<file path="src/rtl/tx_transparency_pkg.sv">
package tx_transparency_pkg;
  // register offsets of the parallel port
  localparam logic [7:0] ADDR_MASK_LOW = 8'h39;
  localparam logic [7:0] ADDR_MASK_MID = 8'h3A;
  localparam logic [7:0] ADDR_MASK_HIGH = 8'h3B;
  localparam logic [7:0] MASK_RESET = 8'h00;
  localparam int NUM_CHANNELS = 24;
  localparam int BITS_PER_CHANNEL = 8;
  localparam logic [4:0] LAST_CHANNEL = 5'h17;
  // bit positions within a channel byte, msb first on the line (bit 1 = msb)
  localparam int ROBBED_BIT_POS = 0;
  localparam int STUFF_BIT_POS = 1;
  localparam int YELLOW_BIT_POS = 6;
  // state of the per-channel pipeline
  typedef enum logic [1:0] {
    ST_IDLE = 2'b00,
    ST_RUN = 2'b01
  } pipe_state_t;
endpackage : tx_transparency_pkg

</file>
<file path="src/rtl/tx_transparency.sv">
`timescale 1ns/1ps
module tx_transparency
  import tx_transparency_pkg::*;
(
  // clock and reset
  input wire logic clk_sys,
  input wire logic sys_rst,
  // register port
  input wire logic [7:0] reg_addr,
  input wire logic [7:0] reg_wdata,
  input wire logic reg_wr,
  input wire logic reg_rd,
  output logic [7:0] reg_rdata,
  // framing controls
  input wire logic d4_mode,
  input wire logic yellow_tx,
  input wire logic stuffing_override_bit_a,
  input wire logic stuffing_override_bit_b,
  // channel byte stream
  input wire logic byte_valid,
  input wire logic [4:0] byte_channel,
  input wire logic [7:0] byte_data,
  input wire logic signaling_slot,
  input wire logic signaling_bit,
  input wire logic stuff_needed,
  output logic out_valid,
  output logic [4:0] out_channel,
  output logic [7:0] out_data,
  output logic out_clear,
  output logic timeslot_one_flag,
  output logic timeslot_last_flag
);

  logic [NUM_CHANNELS-1:0] mask_r;
  logic [7:0] data_nxt;
  logic [7:0] robbed_nxt;
  logic [7:0] read_nxt;
  logic clear_nxt;
  logic override_nxt;
  pipe_state_t state_r;

  // channel index inside the frame
  function automatic logic chan_in_range(input logic [4:0] ch);
    chan_in_range = (ch < NUM_CHANNELS[4:0]);
  endfunction : chan_in_range

  // mask bit lookup for a channel index
  function automatic logic chan_clear(input logic [NUM_CHANNELS-1:0] m,
                                      input logic [4:0] ch);
    chan_clear = chan_in_range(ch) ? m[ch] : 1'b0;
  endfunction : chan_clear

  // both override bits must be set
  function automatic logic override_on(input logic bit_a, input logic bit_b);
    override_on = bit_a && bit_b;
  endfunction : override_on

  // robbed-bit insertion only on channels that are not clear
  function automatic logic robbed_applies(input logic clear, input logic slot);
    robbed_applies = !clear && slot;
  endfunction : robbed_applies

  // stuffing of an all-zero byte, mask bypassed by the override
  function automatic logic stuff_applies(input logic clear, input logic ovr,
                                         input logic need, input logic [7:0] d);
    stuff_applies = need && (d == 8'h00) && (!clear || ovr);
  endfunction : stuff_applies

  // yellow alarm bit only forced in d4 framing
  function automatic logic yellow_applies(input logic d4, input logic yel);
    yellow_applies = d4 && yel;
  endfunction : yellow_applies

  // first timeslot of the frame
  function automatic logic is_first(input logic [4:0] ch);
    is_first = (ch == 5'h00);
  endfunction : is_first

  // last timeslot of the frame
  function automatic logic is_last(input logic [4:0] ch);
    is_last = (ch == LAST_CHANNEL);
  endfunction : is_last

  // register writes, one byte per third of the mask
  genvar g;
  generate
    for (g = 0; g < 3; g++) begin : g_mask
      always_ff @(posedge clk_sys) begin
        if (sys_rst) begin
          mask_r[g*8 +: 8] <= MASK_RESET;
        end else if (reg_wr && reg_addr == ADDR_MASK_LOW + 8'(g)) begin
          mask_r[g*8 +: 8] <= reg_wdata;
        end
      end
    end
  endgenerate

  // read data selection
  always_comb begin
    read_nxt = 8'h00;
    case (reg_addr)
      ADDR_MASK_LOW: read_nxt = mask_r[7:0];
      ADDR_MASK_MID: read_nxt = mask_r[15:8];
      ADDR_MASK_HIGH: read_nxt = mask_r[23:16];
      default: read_nxt = 8'h00;
    endcase
  end

  // register reads
  always_ff @(posedge clk_sys) begin
    if (sys_rst) begin
      reg_rdata <= 8'h00;
    end else if (reg_rd) begin
      reg_rdata <= read_nxt;
    end
  end

  // override decode
  always_comb begin
    override_nxt = override_on(stuffing_override_bit_a, stuffing_override_bit_b);
  end

  // channel clear lookup
  always_comb begin
    clear_nxt = chan_clear(mask_r, byte_channel);
  end

  // robbed-bit signaling insertion
  always_comb begin
    robbed_nxt = byte_data;
    if (robbed_applies(clear_nxt, signaling_slot)) begin
      robbed_nxt[ROBBED_BIT_POS] = signaling_bit;
    end
  end

  // bit 7 stuffing, then the yellow alarm bit
  always_comb begin
    data_nxt = robbed_nxt;
    if (stuff_applies(clear_nxt, override_nxt, stuff_needed, robbed_nxt)) begin
      data_nxt[STUFF_BIT_POS] = 1'b1;
    end
    if (yellow_applies(d4_mode, yellow_tx)) begin
      data_nxt[YELLOW_BIT_POS] = 1'b0;
    end
  end

  // pipeline state
  always_ff @(posedge clk_sys) begin
    if (sys_rst) begin
      state_r <= ST_IDLE;
    end else begin
      case (state_r)
        ST_IDLE: if (byte_valid) state_r <= ST_RUN;
        ST_RUN: state_r <= ST_RUN;
        default: state_r <= ST_IDLE;
      endcase
    end
  end

  // output valid, one cycle after the input byte
  always_ff @(posedge clk_sys) begin
    if (sys_rst) begin
      out_valid <= 1'b0;
    end else begin
      out_valid <= byte_valid;
    end
  end

  // output channel, same timeslot as the input
  always_ff @(posedge clk_sys) begin
    if (sys_rst) begin
      out_channel <= 5'h00;
    end else if (byte_valid) begin
      out_channel <= byte_channel;
    end
  end

  // output byte
  always_ff @(posedge clk_sys) begin
    if (sys_rst) begin
      out_data <= 8'h00;
    end else if (byte_valid) begin
      out_data <= data_nxt;
    end
  end

  // clear marker of the output byte
  always_ff @(posedge clk_sys) begin
    if (sys_rst) begin
      out_clear <= 1'b0;
    end else if (byte_valid) begin
      out_clear <= clear_nxt;
    end
  end

  // first timeslot marker
  always_ff @(posedge clk_sys) begin
    if (sys_rst) begin
      timeslot_one_flag <= 1'b0;
    end else if (byte_valid) begin
      timeslot_one_flag <= is_first(byte_channel);
    end
  end

  // last timeslot marker
  always_ff @(posedge clk_sys) begin
    if (sys_rst) begin
      timeslot_last_flag <= 1'b0;
    end else if (byte_valid) begin
      timeslot_last_flag <= is_last(byte_channel);
    end
  end

endmodule : tx_transparency

</file>
<file path="config.mk">
export PLATFORM = sky130hd
export DESIGN_NAME = tx_transparency
export DESIGN_NICKNAME = d
export VERILOG_FILES = /design/src/rtl/tx_transparency_pkg.sv /design/src/rtl/tx_transparency.sv
export SDC_FILE = /design/constraint.sdc
export NUM_CORES = 1
export LEC_CHECK = 0
export ABC_AREA = 1
export BUFFER_PORTS_ARGS = -buffer_cell sky130_fd_sc_hd__buf_2
export CORE_MARGIN = 1
export CORE_UTILIZATION = 43
export CTS_CLUSTER_DIAMETER = 120
export CTS_CLUSTER_SIZE = 10
export DETAILED_ROUTE_END_ITERATION = 8
export GPL_TIMING_DRIVEN = 0
export PLACE_DENSITY = 0.71
export SLEW_MARGIN = 15
export SYNTH_ARGS = -nofsm -noshare
export SYNTH_HDL_FRONTEND = slang
export SYNTH_SLANG_ARGS = --single-unit
</file>
<file path="constraint.sdc">
create_clock -name clk_sys -period 1.15 [get_ports clk_sys]
set_input_delay 0.115 -clock clk_sys [delete_from_list [all_inputs] [get_ports clk_sys]]
set_output_delay 0.115 -clock clk_sys [all_outputs]
set_load 0.01 [all_outputs]
</file>
### After elaboration in Yosys (flattened, before gate mapping)

Index checks and enable logic that the tools add are counted.

| word-level totals | value |
|---|---|
| input bits | 41 |
| latch bits | 0 |
| memories kept | 0 |
| RAM bits | 0 |
| output and inout bits | 25 |
| logic and storage cells | 35 |
| memory bits (read-only) | 0 |
| flip-flop bits (word level) | 49 |

| operators by class | value |
|---|---|
| mux-type cells | 7 |
| equality and inequality tests | 4 |
| bitwise gates (word level) | 0 |
| add/sub/neg operators | 0 |
| div/mod/pow operators | 0 |
| shift operators | 0 |
| multiply operators | 0 |
| reduce and logical (&&, ||, !) cells | 12 |
| $lt $le $gt $ge | 2 |

Operator list:

| cell | number |
|---|---|
| == test 8 x 6 -> 1 bit (second input constant) | 3 |
| one-hot mux 8 bit (3 select lines) | 1 |
| logical AND 1 bit | 8 |
| logical NOT 8 bit | 1 |
| < comparator 5 x 6 -> 1 bit (second input constant) | 1 |
| binary-select mux 1 bit (select 5 bit) | 1 |
| == test 5 bit (second input constant) | 1 |
| logical NOT 5 bit | 1 |
| < comparator 5 bit (second input constant) | 1 |
| 2-to-1 mux 1 bit | 5 |
| logical NOT 1 bit | 1 |
| logical OR 1 bit | 1 |

### Logic depth before layout (Yosys ltp)

| logic depth | value |
|---|---|
| depth in word-level cells | 10 |
| depth in mapped cells | 14 |
| depth with buffers taken out | 13 |

### Worst setup path after synthesis

OpenSTA, ideal clock, no wires.

| timing path | value |
|---|---|
| path type | reg-to-reg |
| from | register mask_r[1] |
| to | register out_data[0] |
| setup slack | -17 ps |
| cell stages (with the launch flop) | 12 |
| buffers on the path | 0 |
| clock period less this slack | 1167 ps |
| data arrival time | 1058 ps |
| setup time | 109 ps |
| required time | 1041 ps |
| path through | dfxtp_1 -> inv_1 -> nand2_1 -> nand3_1 -> a21boi_0 -> nor2_1 -> nand2_1 -> nand2_2 -> nand3_1 -> nand3_1 -> nand2_1 -> inv_1 |

| on the way | value |
|---|---|
| longest elaborated chain between the ends | 6 |

Ends and longest elaborated chain:

| item | RTL line | RTL |
|---|---|---|
| start: declaration | tx_transparency.sv:34 | `logic [NUM_CHANNELS-1:0] mask_r;` |
| start signal: indexed assignment | tx_transparency.sv:92 | `mask_r[g*8 +: 8] <= reg_wdata;` |
| binary-select mux 1 bit (select 5 bit) | tx_transparency.sv:50 | `chan_clear = chan_in_range(ch) ? m[ch] : 1'b0;` |
| 2-to-1 mux 1 bit (implied by the code) | tx_transparency.sv:50 |  |
| 2-to-1 mux 1 bit | tx_transparency.sv:50 |  |
| logical NOT 1 bit | tx_transparency.sv:60 | `robbed_applies = !clear && slot;` |
| logical AND 1 bit | tx_transparency.sv:60 |  |
| 2-to-1 mux 1 bit | tx_transparency.sv:131 | `if (robbed_applies(clear_nxt, signaling_slot)) begin` |
| end signal: assignment | tx_transparency.sv:183 | `out_data <= data_nxt;` |
| end: declaration | tx_transparency.sv:28 | `output logic [7:0] out_data,` |

Every way passes these cells. The select of a mux whose other input is x is not followed.
A chain may end at the register's enable or synchronous reset.

### Final worst setup path

| timing path | value |
|---|---|
| from | register mask_r[16] |
| to | register out_data[0] |

Same word-level chain as after synthesis.

==> parameters.txt <==
Parameter                              Value

Status
  Run status ... complete, but fails checks
  Violated checks ... negative setup slack

Critical path
  Slowest-stage cell, CP ... dfxtp_1
  Kind of critical path ... flop to flop
  Endpoint class of the critical path ... flop
  Data required, critical path ... approximately 1.4 ns
  Cell chain of the critical path ... inv_1, o211ai_1, nand3_1, nand3_2, nand2_2, nand3_2, nand3_2, nand2_1, inv_1
  CP dominant cell by count ... nand3_2
  Arrival time at the worst endpoint ... between 1.5 and 2 ns
  Max FO, Critical Path ... 3
  Critical Path Source Type ... flop
  Cells on worst reg2reg path ... 9
  Largest stage delay on the critical path ... about 0.32 ns

Synthesis
  Netlist Area Pre-Place ... ~2200 um^2
  Post-Syn Instances ... between 300 and 400
  Number of distinct library cells after synthesis ... 27
  Total of flip-flops plus latches after synthesis ... between 40 and 50
  Share of synthesized area occupied by flip-flops and latches ... 0.438
  Number of warnings printed during yosys synthesis ... 0
  Syn Nets ... 350
  Post-Synthesis Mean Instance Area ... approximately 7.2 um^2

Layout
  Layout overhead on the synthesized area ... 31.9%
  N_diodes ... 0
  Proportion of layout cells with a drive suffix above 1 ... 0.367
  Most common cell after layout, fill and taps aside ... buf_2
  Seq. cell area ... just under 1000 um^2
  Fill cell total of the finished layout ... 480
  Commonest cells after routing, fill and taps aside ... buf_2, nand2_1, a21oi_1, dfxtp_1, o21ai_0
  Footprint of the multi-input gates ... 1130 um^2
  Post-layout utilization of the core ... 0.605
  Post-layout net count ... between 400 and 500

GRT
  Overflow left after global routing ... 0
  Global-route wire length before repair ... around 9500 um
  Vias in the first global route ... around 2,000
  Pin count of the biggest net entering global routing ... 16
  Antenna violations before repair ... 0
  Global Route Usage Sum ... 0.232

Floorplan
  Width of the die ... 74.2 um
  DIE AREA ... roughly 5500 um^2
  Ports placed on the boundary ... between 60 and 70
  Initial Util ... 0.459
  Vertical extent of the die ... 74.2 um
  Number of rows created at floorplan ... 25
  Total core area ... roughly 4900 um^2

Clock network
  TritonCTS clock tree ... built
  Cell chosen for the clock root ... clkbuf_8
  CTS clk-pin slew, worst paths ... around 0.10 ns
  H-Tree Depth ... 2
  Maximum buffer depth of the clock tree ... 2
  Number of buffers added by the clock tree synthesis step ... 5
  Number of clock sinks ... 49
  Clock network latency to the later pin of the worst-skew pair ... 0.32 ns

Drt
  Count of routing violations after the opening detailed-route iteration ... 152
  Iteration count of the initial detailed-routing pass ... 4
  Remaining routing DRC violations ... 0
  Detailed-route wire length per cell ... 14.0 um
  Drt total wl ... approximately 6400 um
  Antenna viol nets, final ... 0
  Total number of vias ... ~2,400
  Per-cell via count in the routed design ... roughly 5.2

Placed design
  Worst-case setup slack after placement ... -0.306 ns
  Number of port buffers ... between 60 and 70
  Final estimated routing congestion in global placement ... just under 0.9
  Half-perimeter wire length after detailed placement ... ~4500 um

Timing
  Relative slew margins ... 0.666
  Measured slew at the worst slew-check pin ... about 0.50 ns
  Max Freq ... around 0.78 GHz
  Number of max-slew violations in the final report ... 0
  Hold violation count in the final report ... 0
  Final worst-path setup slack ... -0.133 ns
  Final Hold Slack ... 0.0433 ns
  Time the worst path needs with I/O delays and setup ... 1.28 ns
  Unrepaired setup endpoints after global routing ... true
  Tcrit/Tclk final ... 1.12
  Count of final setup violators ... 2
  Post-Route Skew ... around 0.014 ns

Power
  Sw Pwr ... 0.900 mW
  Switching fraction of total power ... 0.261
  Clk pwr share ... 0.371
  Leak pwr ... ~1.3 nW
  Worst VDD drop ... about 760 uV
  Internal power ... 2.54 mW
  Part of the total power dissipated in combinational logic ... 0.121
  Share of power burned in registers ... 0.508
  Power density relative to cell area ... roughly 1200 nW/um^2

Worst hold path
  Hold-critical path depth ... 3
  Hold/Removal Path Class ... input port to flop

Job
  MaxCap Viol Count ... 0
-- power groups by stage --
stage               registers, mW  clock network [mW]  logic (mW)
finish                       1.75                1.28       0.417
global route                 1.75                1.34       0.462
CTS                          1.75                1.28       0.390
detailed placement           1.79                   0       0.381
global placement             1.79                   0       0.377
floorplan                    1.81                   0       0.189
-- final cells by class --
cell class / instances / share of cell area
multi-input cells: 207 / 0.383
flip-flops and latches: 49 / 0.336
repair buffers: 73 / 0.134
inverters: 37 / 0.0479
plain buffers: 16 / 0.0326
well taps: 67 / 0.0284
clock buffers: 6 / 0.0246
clock inverters: 2 / 0.0131
-- worst max-delay path: cells and delay by family (launching register included) --
family                 cells  cell delay, ns
and+or+nand+nor            6            0.57
DFF                        1            0.32
AOI/OAI and AO/OA          1            0.22
buffers and inverters      2            0.09
-- kinds of logic (layout without fill, tap and decap cells) --
| family | after synthesis | after routing | synth area share |
|---|---|---|---|
| flops | 49 | 49 | 0.438 |
| compound gates | 84 | 84 | 0.208 |
| simple gates | 123 | 123 | 0.247 |
| buf+inv | 53 | 134 | 0.106 |
-- stage by stage --
step	power [mW]	instances	cell area [um^2]	setup TNS (ns)
5_1_grt	3.55	457	2950	-0.569
3_5_place_dp	2.17	437	2630	-6.98
2_1_floorplan	2.00	309	2240	0
4_1_cts	3.42	451	2820	-0.209
6_report	3.44	457	2950	-0.226
3_3_place_gp	2.16	437	2630	-6.23
-- flip-flops by register name, summed over array words and instances (netlist names) --
name	cells
out_clear	1
out_data	8
out_channel	5
timeslot_last_flag	1
out_valid	1
mask_r	24
reg_rdata	8
timeslot_one_flag	1
-- cell usage after synthesis --
cell      instances  area share
o21ai_0          30       0.067
clkbuf_1          8       0.013
and3_1            1      0.0028
nor4_1            1      0.0028
buf_6             4       0.020
buf_2             2      0.0045
nand2_2           5       0.014
dfxtp_1          49        0.44
buf_1             1      0.0017
o211ai_1          4       0.013
nand3_2           2      0.0089
nor3_1            1      0.0022
nor2_1           25       0.042
nand4_2           2       0.011
inv_1            35       0.059
nor3_4            1      0.0073
inv_2             1      0.0017
a21boi_0          1      0.0034
nand2_1          62        0.10
o221ai_1          8       0.031
nand4_1           2      0.0056
nand3_1          21       0.047
buf_4             1      0.0034
o21ai_1           1      0.0022
a21oi_2           1      0.0039
inv_4             1      0.0028
a21oi_1          39       0.087
-- repair_timing --
action                     4_1_cts  5_1_grt
pin swaps                        8       12
resized for setup               19       28
setup endpoints to repair        2       20
setup buffers                    6        6
hold buffers                     0        0
-- final timing paths --
path                                 from                        to  slack, ns
setup reg to reg  mask_r[16]$_SDFFE_PP0P_  out_data[0]$_SDFFE_PP0P_      -0.13
hold reg to reg    mask_r[3]$_SDFFE_PP0P_    mask_r[3]$_SDFFE_PP0P_       0.45
setup / recovery  mask_r[16]$_SDFFE_PP0P_  out_data[0]$_SDFFE_PP0P_      -0.13
hold / removal               byte_data[2]  out_data[2]$_SDFFE_PP0P_       0.04
-- metal layers --
layer / vias to the layer above / GRT usage / part of all wire
met5: - / 0 / 0
met2: 64 / 0.351 / 0.47
met1: 1107 / 0.331 / 0.46
li1: 1185 / - / -
met4: 0 / 0.0897 / 0.014
met3: 8 / 0.0366 / 0.048
Note: power is estimated with default switching activity, not from simulation.
